[src/logic/pca_pkg.sv]
// Purpose: Shared constants and types of the counter array
// Assumes: Register byte address is four times the register index
// Notes:   Bus data is 32 bits, registers use the low byte only
package pca_pkg;
    // ----------------------------------------------------------------
    // Sizes and register indexes
    // ----------------------------------------------------------------
    localparam int         NUM_MODULES      = 5;
    localparam int         ADDR_W           = 12;
    localparam logic [7:0] IDX_CLOCK_SPEED  = 8'h8f;
    localparam logic [7:0] IDX_ARRAY_CTRL   = 8'hd8;
    localparam logic [7:0] IDX_ARRAY_MODE   = 8'hd9;
    localparam logic [7:0] IDX_MODULE_MODE  = 8'hda;
    localparam logic [7:0] IDX_COUNTER_LOW  = 8'he9;
    localparam logic [7:0] IDX_COMPARE_LOW  = 8'hea;
    localparam logic [7:0] IDX_COUNTER_HIGH = 8'hf9;
    localparam logic [7:0] IDX_COMPARE_HIGH = 8'hfa;
    localparam logic [7:0] RESET_BYTE       = 8'h00;
    localparam logic [1:0] RESP_OKAY        = 2'b00;
    localparam logic [1:0] RESP_SLVERR      = 2'b10;
    // ----------------------------------------------------------------
    // Field positions
    // ----------------------------------------------------------------
    localparam int CTRL_OVERFLOW = 7;
    localparam int CTRL_RUN      = 6;
    localparam int MODE_WDOG     = 6;
    localparam int MODE_SRC_HI   = 2;
    localparam int MODE_SRC_LO   = 1;
    localparam int MODE_OVF_IE   = 0;
    localparam int SPEED_X2      = 0;
    localparam int EXT_PIN       = 2;
    localparam int FIRST_MOD_PIN = 3;
    // ----------------------------------------------------------------
    // Timing: oscillator periods per count event
    // ----------------------------------------------------------------
    localparam logic [3:0] PER_MC_STD   = 4'd12;
    localparam logic [3:0] PER_MC_X2    = 4'd6;
    localparam logic [3:0] PER_FAST_STD = 4'd4;
    localparam logic [3:0] PER_FAST_X2  = 4'd2;

    typedef enum logic [1:0] {
        SRC_MACHINE = 2'b00,
        SRC_FAST    = 2'b01,
        SRC_TIMER0  = 2'b10,
        SRC_EXT     = 2'b11
    } count_source_t;

    typedef struct packed {
        logic reserved;
        logic comparator_enable;
        logic capture_rising_enable;
        logic capture_falling_enable;
        logic flag_on_match;
        logic toggle_on_match;
        logic pwm_enable;
        logic module_irq_enable;
    } module_mode_t;

    function automatic logic in_group(input logic [7:0] idx, input logic [7:0] base);
        return (idx >= base) && (idx < base + 8'(NUM_MODULES));
    endfunction

    function automatic logic [3:0] period(input logic x2, input logic fast);
        if (fast) begin
            return x2 ? PER_FAST_X2 : PER_FAST_STD;
        end
        return x2 ? PER_MC_X2 : PER_MC_STD;
    endfunction
endpackage

[src/logic/compare_module.sv]
// Purpose: One capture/compare module fed by the shared counter
// Assumes: Pin edges arrive already synchronised, one pulse per edge
// Notes:   Capture loads the compare pair, which doubles as capture pair
`timescale 1ns/1ps
module compare_module (
    input  wire logic                  aclk,
    input  wire logic                  aresetn,
    input  wire pca_pkg::module_mode_t mode,
    input  wire logic [15:0]           count_now,
    input  wire logic [15:0]           count_next,
    input  wire logic                  count_tick,
    input  wire logic                  low_we,
    input  wire logic                  high_we,
    input  wire logic [7:0]            wdata,
    input  wire logic                  pin_rise,
    input  wire logic                  pin_fall,
    output logic [7:0]                 compare_low,
    output logic [7:0]                 compare_high,
    output logic                       match,
    output logic                       event_pulse,
    output logic                       pin_level,
    output logic                       pin_owned
);
    logic pwm_on;
    logic capture;
    logic reload;

    assign pwm_on      = mode.pwm_enable && mode.comparator_enable;
    assign match       = count_tick && mode.comparator_enable && !pwm_on
                         && (count_next == {compare_high, compare_low});
    assign capture     = (pin_rise && mode.capture_rising_enable)
                         || (pin_fall && mode.capture_falling_enable);
    assign reload      = count_tick && pwm_on && (count_now[7:0] == 8'hff);
    assign event_pulse = capture || (match && mode.flag_on_match);
    assign pin_owned   = pwm_on || mode.toggle_on_match;

    always_ff @(posedge aclk) begin
        if (!aresetn) begin
            compare_low  <= pca_pkg::RESET_BYTE;
            compare_high <= pca_pkg::RESET_BYTE;
        end else if (capture) begin
            compare_low  <= count_now[7:0];
            compare_high <= count_now[15:8];
        end else begin
            if (low_we) begin
                compare_low <= wdata;
            end else if (reload) begin
                compare_low <= compare_high;
            end
            if (high_we) begin
                compare_high <= wdata;
            end
        end
    end

    always_ff @(posedge aclk) begin
        if (!aresetn) begin
            pin_level <= 1'b1;
        end else if (pwm_on) begin
            pin_level <= (count_now[7:0] >= compare_low);
        end else if (match && mode.toggle_on_match) begin
            pin_level <= !pin_level;
        end
    end
endmodule

[src/logic/counter_array_capture_compare.sv]
// Purpose: Shared 16-bit counter with five capture/compare modules
// Assumes: AXI4-Lite slave, one write and one read at a time
// Notes:   Port 1 bits not owned by the array follow the port latch
//
// Behaviour
// - Counter counts machine cycles, fast clock, timer 0 overflow or external input.
// - Machine cycle is 12 oscillator clocks, or 6 in double speed.
// - One shared 16-bit counter is the time base of all modules.
// - Module flags and counter overflow combine into one request.
// - External count on port bit 2, modules on bits 3 to 7.
// - Each module captures, times, toggles or runs 8-bit PWM.
// - Only module 4 can act as watchdog.
// - Every module has its own mode register.
// - Mode bit 0 gates the module flag onto the request.
// - Mode bit 1 selects PWM.
// - Mode bit 2 toggles the pin on each match.
// - Mode bit 3 sets the module flag on each match.
// - Mode bits 4 and 5 enable falling and rising capture.
// - Mode bit 6 enables the comparator; cleared means no matches.
// - A capture copies both counter bytes into the module pair.
// - PWM pin low while counter low byte below compare low byte.
// - PWM compare low reloads from compare high on low byte rollover.
// - Module 4 watchdog match also raises a one-cycle internal reset pulse; its flag and toggle still act.
`timescale 1ns/1ps
module counter_array_capture_compare (
    input  wire logic        aclk,
    input  wire logic        aresetn,
    input  wire logic [11:0] awaddr,
    input  wire logic        awvalid,
    output logic             awready,
    input  wire logic [31:0] wdata,
    input  wire logic [3:0]  wstrb,
    input  wire logic        wvalid,
    output logic             wready,
    output logic [1:0]       bresp,
    output logic             bvalid,
    input  wire logic        bready,
    input  wire logic [11:0] araddr,
    input  wire logic        arvalid,
    output logic             arready,
    output logic [31:0]      rdata,
    output logic [1:0]       rresp,
    output logic             rvalid,
    input  wire logic        rready,
    input  wire logic [7:0]  p1_in,
    input  wire logic [7:0]  p1_latch,
    output logic [7:0]       p1_out,
    output logic [7:0]       p1_oe_n,
    input  wire logic        timer0_overflow,
    output logic             machine_cycle,
    output logic             irq_request,
    output logic             internal_reset
);
    localparam int N = pca_pkg::NUM_MODULES;

    logic                  wr_go, wr_hit, we, counter_we, read_hit;
    logic                  double_speed_select, overflow_flag, run;
    logic                  count_tick, src_tick, fast_tick;
    logic [7:0]            wr_idx, rd_idx, read_byte, array_mode_register;
    logic [7:0]            p1_meta, p1_sync, p1_prev, rise, fall;
    logic [N-1:0]          module_event_flag, irq_enables, low_we, high_we;
    logic [N-1:0]          match, event_pulse, level, owned;
    pca_pkg::module_mode_t module_mode_register [N];
    logic [15:0]           counter, count_next;
    logic [3:0]            mc_cnt, fast_cnt;
    logic [7:0]            cmp_low  [N];
    logic [7:0]            cmp_high [N];
    pca_pkg::count_source_t source;

    function automatic logic mapped(input logic [7:0] idx);
        return idx == pca_pkg::IDX_CLOCK_SPEED || idx == pca_pkg::IDX_ARRAY_CTRL
            || idx == pca_pkg::IDX_ARRAY_MODE || idx == pca_pkg::IDX_COUNTER_LOW
            || idx == pca_pkg::IDX_COUNTER_HIGH
            || pca_pkg::in_group(idx, pca_pkg::IDX_MODULE_MODE)
            || pca_pkg::in_group(idx, pca_pkg::IDX_COMPARE_LOW)
            || pca_pkg::in_group(idx, pca_pkg::IDX_COMPARE_HIGH);
    endfunction

    // ----------------------------------------------------------------
    // Bus slave
    // ----------------------------------------------------------------
    assign wr_go   = awvalid && wvalid && !bvalid;
    assign awready = wr_go;
    assign wready  = wr_go;
    assign arready = !rvalid;
    assign wr_idx  = awaddr[9:2];
    assign rd_idx  = araddr[9:2];
    assign wr_hit  = awaddr[11:10] == 2'b00 && awaddr[1:0] == 2'b00 && mapped(wr_idx);
    // Only the low lane carries register data; other lanes are ignored
    assign we      = wr_go && wr_hit && wstrb[0];

    always_ff @(posedge aclk) begin
        if (!aresetn) begin
            bvalid <= 1'b0;
            bresp  <= pca_pkg::RESP_OKAY;
        end else if (wr_go) begin
            bvalid <= 1'b1;
            bresp  <= wr_hit ? pca_pkg::RESP_OKAY : pca_pkg::RESP_SLVERR;
        end else if (bready) begin
            bvalid <= 1'b0;
        end
    end

    always_comb begin
        read_hit  = araddr[11:10] == 2'b00 && araddr[1:0] == 2'b00 && mapped(rd_idx);
        read_byte = 8'h00;
        if (rd_idx == pca_pkg::IDX_CLOCK_SPEED) begin
            read_byte = {7'h00, double_speed_select};
        end else if (rd_idx == pca_pkg::IDX_ARRAY_CTRL) begin
            read_byte = {overflow_flag, run, 1'b0, module_event_flag};
        end else if (rd_idx == pca_pkg::IDX_ARRAY_MODE) begin
            read_byte = array_mode_register;
        end else if (rd_idx == pca_pkg::IDX_COUNTER_LOW) begin
            read_byte = counter[7:0];
        end else if (rd_idx == pca_pkg::IDX_COUNTER_HIGH) begin
            read_byte = counter[15:8];
        end
        for (int i = 0; i < N; i++) begin
            if (rd_idx == pca_pkg::IDX_MODULE_MODE + 8'(i)) begin
                read_byte = {1'b0, module_mode_register[i][6:0]};
            end
            if (rd_idx == pca_pkg::IDX_COMPARE_LOW + 8'(i)) begin
                read_byte = cmp_low[i];
            end
            if (rd_idx == pca_pkg::IDX_COMPARE_HIGH + 8'(i)) begin
                read_byte = cmp_high[i];
            end
        end
    end

    always_ff @(posedge aclk) begin
        if (!aresetn) begin
            rvalid <= 1'b0;
            rdata  <= 32'h0000_0000;
            rresp  <= pca_pkg::RESP_OKAY;
        end else if (arvalid && !rvalid) begin
            rvalid <= 1'b1;
            rdata  <= {24'h00_0000, read_byte};
            rresp  <= read_hit ? pca_pkg::RESP_OKAY : pca_pkg::RESP_SLVERR;
        end else if (rready) begin
            rvalid <= 1'b0;
        end
    end

    // ----------------------------------------------------------------
    // Control registers
    // ----------------------------------------------------------------
    always_ff @(posedge aclk) begin
        if (!aresetn) begin
            double_speed_select <= 1'b0;
        end else if (we && wr_idx == pca_pkg::IDX_CLOCK_SPEED) begin
            // Upper bits are not stored; software keeps them zero
            double_speed_select <= wdata[pca_pkg::SPEED_X2];
        end
    end

    always_ff @(posedge aclk) begin
        if (!aresetn) begin
            array_mode_register <= pca_pkg::RESET_BYTE;
        end else if (we && wr_idx == pca_pkg::IDX_ARRAY_MODE) begin
            array_mode_register <= wdata[7:0];
        end
    end

    always_ff @(posedge aclk) begin
        for (int i = 0; i < N; i++) begin
            if (!aresetn) begin
                module_mode_register[i] <= pca_pkg::module_mode_t'(pca_pkg::RESET_BYTE);
            end else if (we && wr_idx == pca_pkg::IDX_MODULE_MODE + 8'(i)) begin
                module_mode_register[i] <= pca_pkg::module_mode_t'(wdata[7:0]);
            end
        end
    end

    // Hardware set wins over a software write in the same cycle
    always_ff @(posedge aclk) begin
        if (!aresetn) begin
            overflow_flag     <= 1'b0;
            run               <= 1'b0;
            module_event_flag <= '0;
        end else begin
            if (we && wr_idx == pca_pkg::IDX_ARRAY_CTRL) begin
                run               <= wdata[pca_pkg::CTRL_RUN];
                overflow_flag     <= wdata[pca_pkg::CTRL_OVERFLOW]
                                     || (count_tick && counter == 16'hffff);
                module_event_flag <= wdata[N-1:0] | event_pulse;
            end else begin
                overflow_flag     <= overflow_flag || (count_tick && counter == 16'hffff);
                module_event_flag <= module_event_flag | event_pulse;
            end
        end
    end

    // ----------------------------------------------------------------
    // Pin synchronisers and time base
    // ----------------------------------------------------------------
    always_ff @(posedge aclk) begin
        if (!aresetn) begin
            p1_meta <= 8'hff;
            p1_sync <= 8'hff;
            p1_prev <= 8'hff;
        end else begin
            p1_meta <= p1_in;
            p1_sync <= p1_meta;
            p1_prev <= p1_sync;
        end
    end
    assign rise = p1_sync & ~p1_prev;
    assign fall = ~p1_sync & p1_prev;

    assign machine_cycle = mc_cnt >= pca_pkg::period(double_speed_select, 1'b0) - 4'd1;
    assign fast_tick     = fast_cnt >= pca_pkg::period(double_speed_select, 1'b1) - 4'd1;

    always_ff @(posedge aclk) begin
        if (!aresetn) begin
            mc_cnt   <= 4'h0;
            fast_cnt <= 4'h0;
        end else begin
            mc_cnt   <= machine_cycle ? 4'h0 : mc_cnt + 4'd1;
            fast_cnt <= fast_tick ? 4'h0 : fast_cnt + 4'd1;
        end
    end

    assign source = pca_pkg::count_source_t'(
        array_mode_register[pca_pkg::MODE_SRC_HI:pca_pkg::MODE_SRC_LO]);

    always_comb begin
        unique case (source)
            pca_pkg::SRC_MACHINE: src_tick = machine_cycle;
            pca_pkg::SRC_FAST:    src_tick = fast_tick;
            pca_pkg::SRC_TIMER0:  src_tick = timer0_overflow;
            pca_pkg::SRC_EXT:     src_tick = fall[pca_pkg::EXT_PIN];
        endcase
    end

    assign counter_we = we && (wr_idx == pca_pkg::IDX_COUNTER_LOW
                               || wr_idx == pca_pkg::IDX_COUNTER_HIGH);
    assign count_tick = run && src_tick && !counter_we;
    assign count_next = counter + 16'd1;

    always_ff @(posedge aclk) begin
        if (!aresetn) begin
            counter <= 16'h0000;
        end else if (we && wr_idx == pca_pkg::IDX_COUNTER_LOW) begin
            counter[7:0] <= wdata[7:0];
        end else if (we && wr_idx == pca_pkg::IDX_COUNTER_HIGH) begin
            counter[15:8] <= wdata[7:0];
        end else if (count_tick) begin
            counter <= count_next;
        end
    end

    // ----------------------------------------------------------------
    // Modules and outputs
    // ----------------------------------------------------------------
    for (genvar g = 0; g < N; g++) begin : gen_mod
        assign low_we[g]      = we && wr_idx == pca_pkg::IDX_COMPARE_LOW + 8'(g);
        assign high_we[g]     = we && wr_idx == pca_pkg::IDX_COMPARE_HIGH + 8'(g);
        assign irq_enables[g] = module_mode_register[g].module_irq_enable;
        compare_module u_mod (
            .aclk         (aclk),
            .aresetn      (aresetn),
            .mode         (module_mode_register[g]),
            .count_now    (counter),
            .count_next   (count_next),
            .count_tick   (count_tick),
            .low_we       (low_we[g]),
            .high_we      (high_we[g]),
            .wdata        (wdata[7:0]),
            .pin_rise     (rise[pca_pkg::FIRST_MOD_PIN + g]),
            .pin_fall     (fall[pca_pkg::FIRST_MOD_PIN + g]),
            .compare_low  (cmp_low[g]),
            .compare_high (cmp_high[g]),
            .match        (match[g]),
            .event_pulse  (event_pulse[g]),
            .pin_level    (level[g]),
            .pin_owned    (owned[g])
        );
    end

    always_ff @(posedge aclk) begin
        if (!aresetn) begin
            irq_request    <= 1'b0;
            internal_reset <= 1'b0;
            p1_out         <= 8'hff;
            p1_oe_n        <= 8'hff;
        end else begin
            irq_request    <= (overflow_flag && array_mode_register[pca_pkg::MODE_OVF_IE])
                              || |(module_event_flag & irq_enables);
            internal_reset <= match[N-1] && array_mode_register[pca_pkg::MODE_WDOG];
            // Unused bits stay ordinary quasi-bidirectional port I/O
            p1_out  <= p1_latch;
            p1_oe_n <= p1_latch;
            for (int i = 0; i < N; i++) begin
                if (owned[i]) begin
                    p1_out[pca_pkg::FIRST_MOD_PIN + i]  <= level[i];
                    p1_oe_n[pca_pkg::FIRST_MOD_PIN + i] <= level[i];
                end
            end
        end
    end
endmodule

[config.mk]
export PLATFORM = sky130hd
export DESIGN_NAME = counter_array_capture_compare
export DESIGN_NICKNAME = d
export VERILOG_FILES = /design/src/logic/pca_pkg.sv /design/src/logic/compare_module.sv /design/src/logic/counter_array_capture_compare.sv
export SDC_FILE = /design/constraint.sdc
export NUM_CORES = 1
export LEC_CHECK = 0
export ABC_AREA = 1
export BUFFER_PORTS_ARGS = -buffer_cell sky130_fd_sc_hd__buf_4
export CAP_MARGIN = 20
export CORE_UTILIZATION = 45
export CTS_BUF_LIST = sky130_fd_sc_hd__clkbuf_4
export CTS_CLUSTER_DIAMETER = 100
export DETAILED_ROUTE_END_ITERATION = 10
export HOLD_SLACK_MARGIN = 0.12
export PLACE_DENSITY = 0.68
export REMOVE_ABC_BUFFERS = 1
export SYNTH_ARGS = -nofsm -noshare
export SYNTH_HDL_FRONTEND = slang
export SYNTH_SLANG_ARGS = --single-unit
[constraint.sdc]
create_clock -name aclk -period 3.2 [get_ports aclk]
set_input_delay 0.64 -clock aclk [delete_from_list [all_inputs] [get_ports aclk]]
set_output_delay 0.64 -clock aclk [all_outputs]
set_load 0.02 [all_outputs]
# Word-level counts from Yosys, hierarchy flattened
# Memories as Yosys holds them, arrays and structs flattened.
# Cells that the tools add are included.
[totals]
in_bits = 84
elab_cells = 387
regBits = 173
mem_count = 1
ramBits = 40
[op_classes]
n_reduce_logical = 166
n_lt_le_gt_ge = 19
add_sub_neg = 5
mux = 96
bitwise = 14
eq_ne = 51
[mem_list]
columns = ["memory", "depth", "word_bits", "rd", "rd_ports_with_merged_regs", "wr", "line", "source"]
rows = [
  ["module_mode_register", 5, 8, 5, 0, 5, "counter_array_capture_compare.sv:63", "pca_pkg::module_mode_t module_mode_register [N];"],
]
[op_table]
columns = ["operator", "n"]
rows = [
  ["8-bit two-way mux", 53],
  ["8-bit == test, second input constant", 41],
  ["1-bit logical AND", 91],
  ["16-bit == test", 5],
  ["8-bit >= comparator, second input constant", 6],
  ["8-bit < comparator, second input constant", 6],
  ["8-bit >= comparator", 5],
  ["1-bit two-way mux", 36],
  ["1-bit logical OR", 33],
  ["2-bit nonzero test", 14],
  ["16-bit by 1-bit adder with 16-bit output, second input constant", 1],
  ["8-bit bitwise AND", 2],
  ["16-bit == test, second input constant", 1],
  ["16-bit two-way mux", 1],
  ["8-bit NOT", 2],
  ["3-bit nonzero test", 5],
  ["1-bit logical NOT", 13],
  ["2-bit logical NOT", 5],
  ["5-bit OR", 2],
  ["4-bit by 1-bit adder with 4-bit output, second input constant", 2],
  ["4-bit >= comparator", 2],
  ["5-bit bitwise AND", 1],
  ["5-bit two-way mux", 1],
  ["1-bit OR", 5],
  ["13 further kinds", 18],
]

# Depth between registers and ports, before layout
# Gate-level depths: netlist of the first run.
[logic_depth]
depth_word = 21
mapped_depth = 20
mapped_depth_nobuf = 20

# Hierarchy
# Synthesis of the first run repeated with hierarchy kept, for this count alone.
[hier_totals]
hier_cells = 2384
hier_area_um2 = 14691.6
[modules_own_cells]
columns = ["mod", "cells_each", "n_inst", "seq_area_each_um2", "area_per_inst_um2"]
rows = [
  ["compare_module", 293, 5, 340.3, 1589.0],
  ["counter_array_capture_compare", 919, 1, 2802.7, 6746.5],
]

# Least setup slack after synthesis of the first run
# Ideal clock, no wire load.
[synth_path]
path_kind = "input -> register"
from = "input awvalid"
to = "memory module_mode_register[3][0] in the netlist's numbering, enable pin"
n_path_buf = 0
required_ns = 2.819
setup_slack_ns = 0.588
arrival_time_ns = 2.231
setup_ns = 0.381
cell_stages = 6
cell_sequence = "nand2_1 nor2_2 o2111ai_1 nor4_2 nand2_1 o21ai_0"
[synth_lines]
columns = ["item", "line", "source"]
rows = [
  ["start, declared", "counter_array_capture_compare.sv:29", "input wire logic awvalid,"],
  ["end, declared", "counter_array_capture_compare.sv:63", ""],
]

# Worst setup path in the final report of the first run
[layout_path]
from = "register counter[3]"
to = "register gen_mod[4].u_mod.pin_level"
[layout_via]
elab_chain_cells = 5
elab_cells_between_ends = 7
[layout_lines]
columns = ["item", "line", "source"]
rows = [
  ["start, declared", "counter_array_capture_compare.sv:64", "logic [15:0] counter, count_next;"],
  ["start signal, assigned", "counter_array_capture_compare.sv:245", "counter[7:0] <= wdata[7:0];"],
  ["start signal, assigned", "counter_array_capture_compare.sv:249", "counter <= count_next;"],
  ["16-bit by 1-bit adder with 16-bit output", "counter_array_capture_compare.sv:239", "assign count_next = counter + 16'd1;"],
  ["16-bit == test", "compare_module.sv:30", "&& (count_next == {compare_high, compare_low});"],
  ["1-bit logical AND", "compare_module.sv:30", ""],
  ["1-bit logical AND", "compare_module.sv:61", "end else if (match && mode.toggle_on_match) begin"],
  ["2-bit nonzero test (no source line)", "-", ""],
  ["end signal, assigned", "compare_module.sv:60", "pin_level <= (count_now[7:0] >= compare_low);"],
  ["end signal, assigned", "compare_module.sv:62", "pin_level <= !pin_level;"],
  ["end, declared", "compare_module.sv:21", "output logic pin_level,"],
]
# Parallel ways exist; a longest one is shown, timed or not.
# A chain may end at the register's enable or synchronous reset.

==> out/results.txt, run 1 <==
CP most frequent cell: nor2_1
RSZ-0062 raised after global routing: no
Critical path's top delay family: simple AND/OR/NAND/NOR gates
Gr ovfl total: 0
CP bufs+invs: 2
Cells along the critical path: inv_2 -> nor2_4 -> nand2_1 -> nor2_1 -> nand4_1 -> xor2_2 -> buf_4 -> or2_1 -> nand2_1 -> nor2_1 -> nand3b_1 -> nor2_1 -> nand4_1 -> nand3_1 -> nand3_1
Max FO, Critical Path: 7
CP Launch Point: counter[3]
Post-DP HPWL: 41300 um
Die area: 30400 um2
Clock transition at the registers of the reported paths: 220 ps
Crit start category: flip-flop
Clock sink count: 200
Worst-Skew Late Latency: 680 ps
Total Wirelength: 55700 um
Avg Inst Size Synth: 6.91 um2
Post-DRT Antenna Nets: 0
CP max stage delay: 660 ps
Core box area: 28900 um2
Outcome: complete, no violations
Synthesized cell area: 13400 um2
First-pass GRT wire length: 82100 um
Yosys reg bits: 200
Period utilization: 0.959
Total CTS buffers: 17
Gp weighted congestion: 1.02
Final min period: 3070 ps
Root Buffer: clkbuf_4
Cell area after layout: 15300 um2
Worst Slack Setup Final: 132 ps
Total GRT Usage: 0.367
Area delta synth->final: 14.3%
Initial Util: 0.462
Max Freq: 326 MHz
Port bufs: 88
Critical path endpoint category: flip-flop
Max-slew violations: 0
DRT Pass-1 Iters: 6
R2R Path Start: counter[3]
Non-filler instance count after layout: 2482
Final setup fails: 0
Pin count of the biggest net entering global routing: 43
Hold Crit Class: in -> reg
Post-CTS setup buffer count: 0
Utilization after layout: 0.528
Die Y: 174 um
Placed Cells: 2442
Layout cells sized above 1: 0.154
Number of global-route vias before repair: 13200
First DRT Iteration DRCs: 1845
Rows: 62
Vias: 14600
Final hold vios: 0
Ys Warns: 0
Ports: 144
# DRC: 0
Synth Instances: 1933
Max_cap viols: 0
Total Power: 5.00 mW
Hold path startpoint: p1_in[2]
Post-place setup slack: 1.41 ps
Register area share after synthesis: 0.326
Area after DPL: 14900 um2
Critical-path top delay cell: dfxtp_1
Die Wd: 174 um
Measured slew at the worst slew-check pin: 1060 ps
Initial antenna violation count: 2
Vias per cell: 5.89
R2r setup slk: 130 ps
WHS: 172 ps
Worst VDD drop: 0.271 mV
Nets@finish: 2214
H-tree depth: 4
Count of different cell masters after synthesis: 59
Critical path class: reg -> reg
Max-Slew Margin vs Limit: 0.292
Crit path DAT: 3630 ps
Static Leak: 6.78 nW
Setup Skew: 48.9 ps
CTS Buffer Depth: 2
Required @ worst endpoint: 3770 ps
TritonCTS clock tree: built
Pwr/cell area: 327 nW/um2
Total negative slack: 0 ps
WL/cell: 22.5 um
-- flip-flops by register name, summed over array words and instances (netlist names), 4 cells and up --
signal and cells:
rdata 8, p1_sync 6, mc_cnt 4, gen_mod.u_mod.pin_level 5, counter 16, module_event_flag 5
p1_meta 6, array_mode_register 8, gen_mod.u_mod.compare_high 40, module_mode_register 35, p1_prev 6, p1_oe_n 8
fast_cnt 4, gen_mod.u_mod.compare_low 40
-- per-layer routing --
layer	track usage	up-vias	share of wire
li1	-	6713	-
met1	0.484	6819	0.40
met2	0.558	917	0.43
met3	0.0770	169	0.12
met4	0.198	2	0.055
met5	0	-	0.00023
-- path summary, 6_finish.rpt --
check	to	cells after the start
max	gen_mod[4].u_mod.pin_level	15
min	p1_meta[2]	2
max reg2reg	gen_mod[4].u_mod.pin_level	15
min reg2reg	p1_prev[2]	2
-- final cells by class --
class | count | area (um2)
clock buffers | 19 | 143
well taps | 384 | 480
flip-flops and latches | 200 | 4360
inverters | 255 | 958
diodes | 2 | 5.00
clock inverters | 13 | 150
multi-input cells | 1406 | 7580
fillers | 2925 | 13700
repair buffers | 203 | 1590
-- power by group --
group	switching, mW	internal, mW
Combinational	0.489	0.274
Clock	1.05	0.446
Sequential	0.0905	2.65
-- Yosys cell counts (all sizes together) --
cell type | count | area, um2
a22o | 1 | 8.76
a22oi | 10 | 75.1
xnor2 | 13 | 114
o211ai | 2 | 15.0
o2111ai | 7 | 78.8
a21oi | 132 | 661
conb | 1 | 3.75
inv | 246 | 923
xor2 | 53 | 513
a31oi | 47 | 294
a311oi | 3 | 26.3
edfxtp | 35 | 1050
nand4 | 54 | 338
a21boi | 4 | 30.0
nand2 | 393 | 1520
and3 | 2 | 12.5
nor3b | 1 | 7.51
o21bai | 7 | 52.6
a41oi | 1 | 8.76
buf | 58 | 413
mux2i | 1 | 10.0
o21ai | 160 | 801
a221oi | 3 | 26.3
a211oi | 14 | 105
dfxtp | 165 | 3300
o22ai | 31 | 194
o21a | 7 | 52.6
clkinv | 9 | 35.0
or2 | 23 | 144
o31ai | 2 | 15.0
nor3 | 37 | 228
nand3 | 80 | 413
clkbuf | 40 | 150
nand3b | 7 | 52.6
o211a | 1 | 10.0
o221ai | 3 | 26.3
ha | 47 | 588
nor2 | 221 | 960
nor4 | 12 | 96.3
-- layout by cell type (no fill, tap or decap), types with 14 or more instances in the layout --
cell      Yosys  routed
conb_1        1      27
inv_1       222     222
nor2_1      204     204
nand3_1      79      79
clkbuf_4      0      19
inv_2        24      24
xor2_1       48      48
nand4_1      54      54
a31oi_1      47      47
a211oi_1     14      14
o21ai_1      26      26
nand2_1     380     380
a21oi_1     132     132
edfxtp_1     35      35
o21ai_0     134     134
buf_4        50     193
ha_1         47      47
o22ai_1      31      31
nor3_1       31      31
or2_2        21      21
dfxtp_1     165     163
-- what timing repair did --
item | in CTS | in global routing
endpoints found under the hold margin | 6 | 0
setup endpoints to repair | 0 | 4
gates resized for setup | 0 | 3
hold buffers | 6 | 0
-- logic make-up after synthesis --
family | share of synthesized area
XOR/XNOR | 0.0469
multiplexers | 0.000749
flip-flops | 0.326
adder cells (fa/ha/maj) | 0.0440
other | 0.000281
AND/OR/NAND/NOR | 0.282
AO/OA/AOI/OAI | 0.186
buffers and inverters | 0.114
No activity file was read; power rests on OpenSTA's default activity.
==> inputs of run 2 (changes only) <==
--- a/config.mk
+++ b/config.mk
@@ -11,8 +11,10 @@
 export CORE_UTILIZATION = 45
 export CTS_BUF_LIST = sky130_fd_sc_hd__clkbuf_4
 export CTS_CLUSTER_DIAMETER = 100
+export CTS_CLUSTER_SIZE = 14
 export DETAILED_ROUTE_END_ITERATION = 10
-export HOLD_SLACK_MARGIN = 0.12
+export GPL_TIMING_DRIVEN = 0
+export HOLD_SLACK_MARGIN = 0.1
 export PLACE_DENSITY = 0.68
 export REMOVE_ABC_BUFFERS = 1
 export SYNTH_ARGS = -nofsm -noshare
==> run 2 against run 1 <==
  * Sequential share of layout area grew 1.2 points
  * Routed wire length down 5.3%
  * Register-to-register slack better by 60 ps
  * Count of clock-buffer cells in the layout fell by 1
  * Via count shrank 1.8%
  * Combinational power decreased by 5.4%
  * Worst setup slack got worse by 19 ps
  * First-iteration DRC count is 11% higher
  * Maximum frequency fell by 0.60%
  * Non-clock buffer count down 77
  * Final area decreased by 3.2%
  * Largest power group unchanged
==> out/results.txt, run 2 (synthesized netlist as in run 1, its figures left out) <==
Max-Slew Margin vs Limit: 0.310 (+0.0183)
Pwr/cell area: 329 nW/um2 (+0.42%)
Commonest non-fill, non-tap cell in the layout: nand2_1
RSZ-0062 raised after global routing: yes
Fill cells: 2903 (-0.75%)
WL/cell: 22.0 um (-2.2%)
Worst-Skew Late Latency: 620 ps (-60 ps)
Die Wd: 174 um (unchanged)
CTS Buffer Depth: 2 (unchanged)
Vias: 14400 (-1.8%)
Core box area: 28900 um2 (unchanged)
# DRC: 0 (unchanged)
Critical-path top delay cell: nor3_1
Most frequent cells in the layout: 378 x nand2_1, 219 x inv_1, 202 x nor2_1
Max_cap viols: 0 (unchanged)
Total Power: 4.86 mW (-2.8%)
Vias per cell: 5.97 (+1.4%)
First-pass GRT wire length: 78400 um (-4.6%)
WHS: 194 ps (+22.6 ps)
Max FO, Critical Path: 15 (+8)
Area delta synth->final: 10.6%
Total CTS buffers: 17 (unchanged)
TritonCTS clock tree: built
Final min period: 3090 ps (+18.6 ps)
Required @ worst endpoint: 3690 ps (-80 ps)
Measured slew at the worst slew-check pin: 1020 ps (-37.0 ps)
Worst VDD drop: 0.193 mV (-29%)
Final hold vios: 0 (unchanged)
Post-DP HPWL: 36800 um (-11%)
Registers with the most flip-flops: gen_mod.u_mod.compare_high x40, gen_mod.u_mod.compare_low x40, module_mode_register x35
Initial antenna violation count: 1 (-1)
Total negative slack: 0 ps (unchanged)
First DRT Iteration DRCs: 2046 (+11%)
Critical path endpoint category: flip-flop
Nets@finish: 2137 (-3.5%)
Ports: 144 (unchanged)
H-tree depth: 4 (unchanged)
Total GRT Usage: 0.344 (-0.0224)
Post-DRT Antenna Nets: 0 (unchanged)
Layout cells sized above 1: 0.132 (-0.0214)
Outcome: complete, no violations
CP most frequent cell: nand2_1
DRT Pass-1 Iters: 8 (+2)
Die area: 30400 um2 (unchanged)
Port bufs: 88 (unchanged)
Pin count of the biggest net entering global routing: 72 (+67%)
Crit path DAT: 3580 ps (-50 ps)
Hold Crit Class: in -> reg
CP bufs+invs: 2 (unchanged)
Max-slew violations: 0 (unchanged)
Clock sink count: 200 (unchanged)
Gp weighted congestion: 1.02 (-0.25%)
Total Wirelength: 52800 um (-5.3%)
Critical path's top delay family: simple AND/OR/NAND/NOR gates
Root Buffer: clkbuf_4
Static Leak: 6.42 nW (-5.3%)
Cells along the critical path: buf_4 -> inv_1 -> nand2_1 -> nor2_4 -> nand2_1 -> or2_2 -> nand2_1 -> nand3_1 -> nor3_1 -> nand4_1 -> nand2_1 -> nand4_1 -> nor2_1 -> nand4_1 -> nand2_1 -> a21oi_1
Initial Util: 0.462 (unchanged)
Critical path class: in -> reg
Max Freq: 324 MHz (-0.60%)
Setup Skew: 45.0 ps (-3.95 ps)
Number of global-route vias before repair: 12900 (-2.8%)
Crit start category: input pin
Final setup fails: 0 (unchanged)
Hold_buf cts: 0 (-6)
Clock transition at the registers of the reported paths: 200 ps (-20 ps)
CP max stage delay: 380 ps (-280 ps)
Gr ovfl total: 0 (unchanged)
Die Y: 174 um (unchanged)
Rows: 62 (unchanged)
Period utilization: 0.965 (+0.00580)
run 2: cell count changes in the layout (fill, tap and decap cells not counted), moves of 4 or more:
cell,before,now
buf_4,193,117
dfxtp_4,0,9
dfxtp_1,163,155
dlygate4sd3_1,6,0
clkinv_4,1,5
run 2: through the flow:
step / instance area (um2) / util / worst slack, ps / cells
final: 14800 / 0.511 / 114 / 2404
after CTS: 14500 / 0.502 / 50.0 / 2376
after global routing: 14800 / 0.511 / -6.39 / 2404
after detailed placement: 14100 / 0.487 / -1050 / 2337
after floorplan: 12900 / - / 429 / 1861
after global placement: 14000 / 0.485 / -1030 / 2333
run 2: timing repair:
action | 4_1_cts | 5_1_grt
hold endpoints to repair | 0 | 0
pin swaps | 1 | 0
resized for setup | 24 | 12
setup buffers | 7 | 25
setup endpoints to repair | 18 | 21
run 2: area by class of cell:
type / count / area, um2 / share of cell area
multi-input combinational: 1406 / 7630 / 0.516
sequential: 200 / 4390 / 0.297
timing repair buffer: 126 / 1030 / 0.0696
inverter: 255 / 973 / 0.0659
tap: 384 / 480 / 0.0325
clock inverter: 14 / 140 / 0.00948
clock buffer: 18 / 135 / 0.00915
antenna: 1 / 2.50 / 0.000169
run 2: power by group:
group / internal (mW) / switching, mW
combinational: 0.246 / 0.476
sequential: 2.64 / 0.0855
clock: 0.356 / 1.05
total: 3.24 / 1.62
run 2: routing by layer:
metal  wire (um)  share of wire  GRT usage  vias up
met2       22200           0.42      0.509      937
li1            -              -          -     6567
met1       20800           0.39      0.458     6679
met4        3250          0.062      0.209        0
met5           0              0          0        -
met3        6520           0.12     0.0733      169
run 2: path summary, 6_finish.rpt:
kind,to,slack [ps],from,depth (start not counted)
min reg2reg,p1_sync[3],430,p1_meta[3],1
max reg2reg,module_event_flag[3],190,counter[12],10
max,rdata[4],110,araddr[7],16
min,p1_meta[5],190,p1_in[5],2
run 2: worst reg2reg max path, stage by stage, from the launching register on:
cell	delay [ps]
dfxtp_1	850
nand2_1	180
nor2_1	200
nand2_1	70
o21ai_0	220
nand2_1	410
xor2_1	330
o211ai_1	120
nor3_1	200
nand4_1	190
a21oi_1	170
==> inputs of run 3 (changes only) <==
==> constraint.sdc (replaced) <==
create_clock -name aclk -period 3.5 [get_ports aclk]
set_input_delay 0.7 -clock aclk [delete_from_list [all_inputs] [get_ports aclk]]
set_output_delay 0.7 -clock aclk [all_outputs]
set_load 0.02 [all_outputs]
==> run 3 against run 2 <==
  * Via count is 0.88% lower
  * Clock skew fell by 3.7 ps
  * Critical path type is now reg -> reg
  * Largest cell class unchanged
  * Sequential power down 8.5%
  * Critical path depth is 2 lower
  * Register-to-register slack got worse by 110 ps
  * Global-route usage down 0.32 points
  * Final cell count shrank 1.1%
  * Routed wire length shrank 1.1%
  * Die area unchanged
  * Worst setup slack got worse by 36 ps
==> out/results.txt, run 3 (synthesized netlist as in run 1, its figures left out) <==
Crit path DAT: 3960 ps (+380 ps)
Met1 Wirelength: 20800 um (about the same)
Placed Cells: 2337 (unchanged)
Root Buffer: clkbuf_4
Pin count of the biggest net entering global routing: 72 (unchanged)
Worst-Skew Late Latency: 620 ps (about the same)
Vias: 14200 (-0.88%)
Max-slew violations: 0 (unchanged)
Nets@finish: 2111 (-1.2%)
Final setup fails: 0 (unchanged)
Die Wd: 174 um (unchanged)
Cell area after layout: 14500 um2 (-1.8%)
Met2 Routed Length: 21900 um (-1.2%)
Critical path endpoint category: flip-flop
WL/cell: 22.0 um (about the same)
Die area: 30400 um2 (unchanged)
Max_cap viols: 0 (unchanged)
Clock sink count: 200 (unchanged)
Initial Util: 0.462 (unchanged)
Post-DP HPWL: 36800 um (unchanged)
Crit start category: flip-flop
Rows: 62 (unchanged)
Worst Slack Setup Final: 77.1 ps (-36.4 ps)
Non-filler instance count after layout: 2378 (-1.1%)
First DRT Iteration DRCs: 2030 (-0.78%)
Commonest non-fill, non-tap cell in the layout: nand2_1
Hold_buf cts: 0 (unchanged)
Gr ovfl total: 0 (unchanged)
Met3 routed WL: 6110 um (-6.2%)
Final min period: 3420 ps
Required @ worst endpoint: 4030 ps (+340 ps)
Number of global-route vias before repair: 12800 (-0.36%)
Pwr/cell area: 306 nW/um2 (-7.0%)
# DRC: 0 (unchanged)
Core box area: 28900 um2 (unchanged)
Ports: 144 (unchanged)
Period utilization: 0.978
Hold Crit Class: in -> reg
Post-DRT Antenna Nets: 0 (unchanged)
First-pass GRT wire length: 77600 um (-0.93%)
Fill cells: 2932 (+1.0%)
TritonCTS clock tree: built
RSZ-0062 raised after global routing: no
Max-Slew Margin vs Limit: 0.293 (-0.0166)
Initial antenna violation count: 1 (unchanged)
Gp weighted congestion: 1.02 (unchanged)
Post-place setup slack: -748 ps (+300 ps)
Die Y: 174 um (unchanged)
Setup Skew: 41.3 ps (-3.70 ps)
Total CTS buffers: 17 (unchanged)
CTS Buffer Depth: 2 (unchanged)
WHS: 254 ps (+59.1 ps)
Port bufs: 88 (unchanged)
Registers with the most flip-flops: gen_mod.u_mod.compare_high x40, gen_mod.u_mod.compare_low x40, module_mode_register x35
Most frequent cells in the layout: 379 x nand2_1, 220 x inv_1, 202 x nor2_1
Area after DPL: 14100 um2 (unchanged)
Static Leak: 6.26 nW (-2.5%)
Final hold vios: 0 (unchanged)
Outcome: complete, no violations
Utilization after layout: 0.502 (-0.00895)
Vias per cell: 5.98 (+0.20%)
Total Wirelength: 52200 um (-1.1%)
Measured slew at the worst slew-check pin: 1050 ps (+24.6 ps)
Critical path class: reg -> reg
Layout cells sized above 1: 0.119 (-0.0128)
DRT Pass-1 Iters: 6 (-2)
Area delta synth->final: 8.68%
Total GRT Usage: 0.341 (-0.00321)
Max FO, Critical Path: 15 (unchanged)
Clock transition at the registers of the reported paths: 210 ps (about the same)
H-tree depth: 4 (unchanged)
Top Layer Used: met4
Worst VDD drop: 0.175 mV (-9.5%)
Max Freq: 292 MHz
[run 3: cell types whose count changed in the layout (fill, tap and decap cells not counted), moves of 2 or more]
| cell | previous run | this run |
|---|---|---|
| buf_12 | 4 | 1 |
| buf_4 | 117 | 94 |
| dfxtp_4 | 9 | 7 |
| nor2_2 | 10 | 12 |
| nor2_4 | 3 | 1 |
[run 3: timing repair]
action | 4_1_cts | 5_1_grt
gates resized for setup | 17 | 8
pin swaps | 0 | 1
setup endpoints to repair | 12 | 15
setup buffers | 1 | 5
[run 3: per-stage QoR]
| step | TNS [ps] | power (mW) |
|---|---|---|
| finish | 0 | 4.44 |
| global route | 0 | 4.58 |
| CTS | 0 | 4.42 |
| detailed placement | -7780 | 3.18 |
| global placement | -7930 | 3.17 |
| floorplan | 0 | 2.92 |
[run 3: path summary, 6_finish.rpt]
kind,startpoint,endpoint,slack (ps),cells after the start
setup / recovery,counter[3],gen_mod[0].u_mod.pin_level,80,14
hold / removal,p1_in[5],p1_meta[5],250,2
setup reg to reg,counter[3],gen_mod[0].u_mod.pin_level,80,14
hold reg to reg,p1_meta[3],p1_sync[3],430,1
[run 3: per-layer routing]
| metal | track usage | vias to the layer above |
|---|---|---|
| li1 | - | 6500 |
| met1 | 0.455 | 6621 |
| met2 | 0.507 | 925 |
| met3 | 0.0696 | 179 |
| met4 | 0.202 | 0 |
| met5 | 0 | - |
[run 3: critical path: stages (launching register included)]
cell	delay (ps)
dfxtp_2	810
inv_2	120
nor2_2	330
nand2_1	200
nor2_1	130
nand4_1	260
xor2_4	440
buf_4	230
nor2_1	50
nor3b_1	210
nand3_1	90
nor2_1	130
nand4_1	150
nand3_1	110
nand3_1	70
[run 3: layout make-up]
type / count / area [um2] / share of cell area
Antenna cell: 1 / 2.50 / 0.000172
Sequential cell: 200 / 4380 / 0.302
Tap cell: 384 / 480 / 0.0331
Multi-Input combinational cell: 1406 / 7610 / 0.524
Clock buffer: 18 / 135 / 0.00931
Inverter: 255 / 966 / 0.0665
Clock inverter: 14 / 140 / 0.00965
Timing Repair Buffer: 100 / 796 / 0.0548
[run 3: power breakdown]
group          leakage [nW]  internal, mW  switching (mW)
Combinational          4.38         0.225           0.434
Sequential             1.73          2.41          0.0781
Clock                 0.149         0.326           0.963
Total                  6.26          2.96            1.47
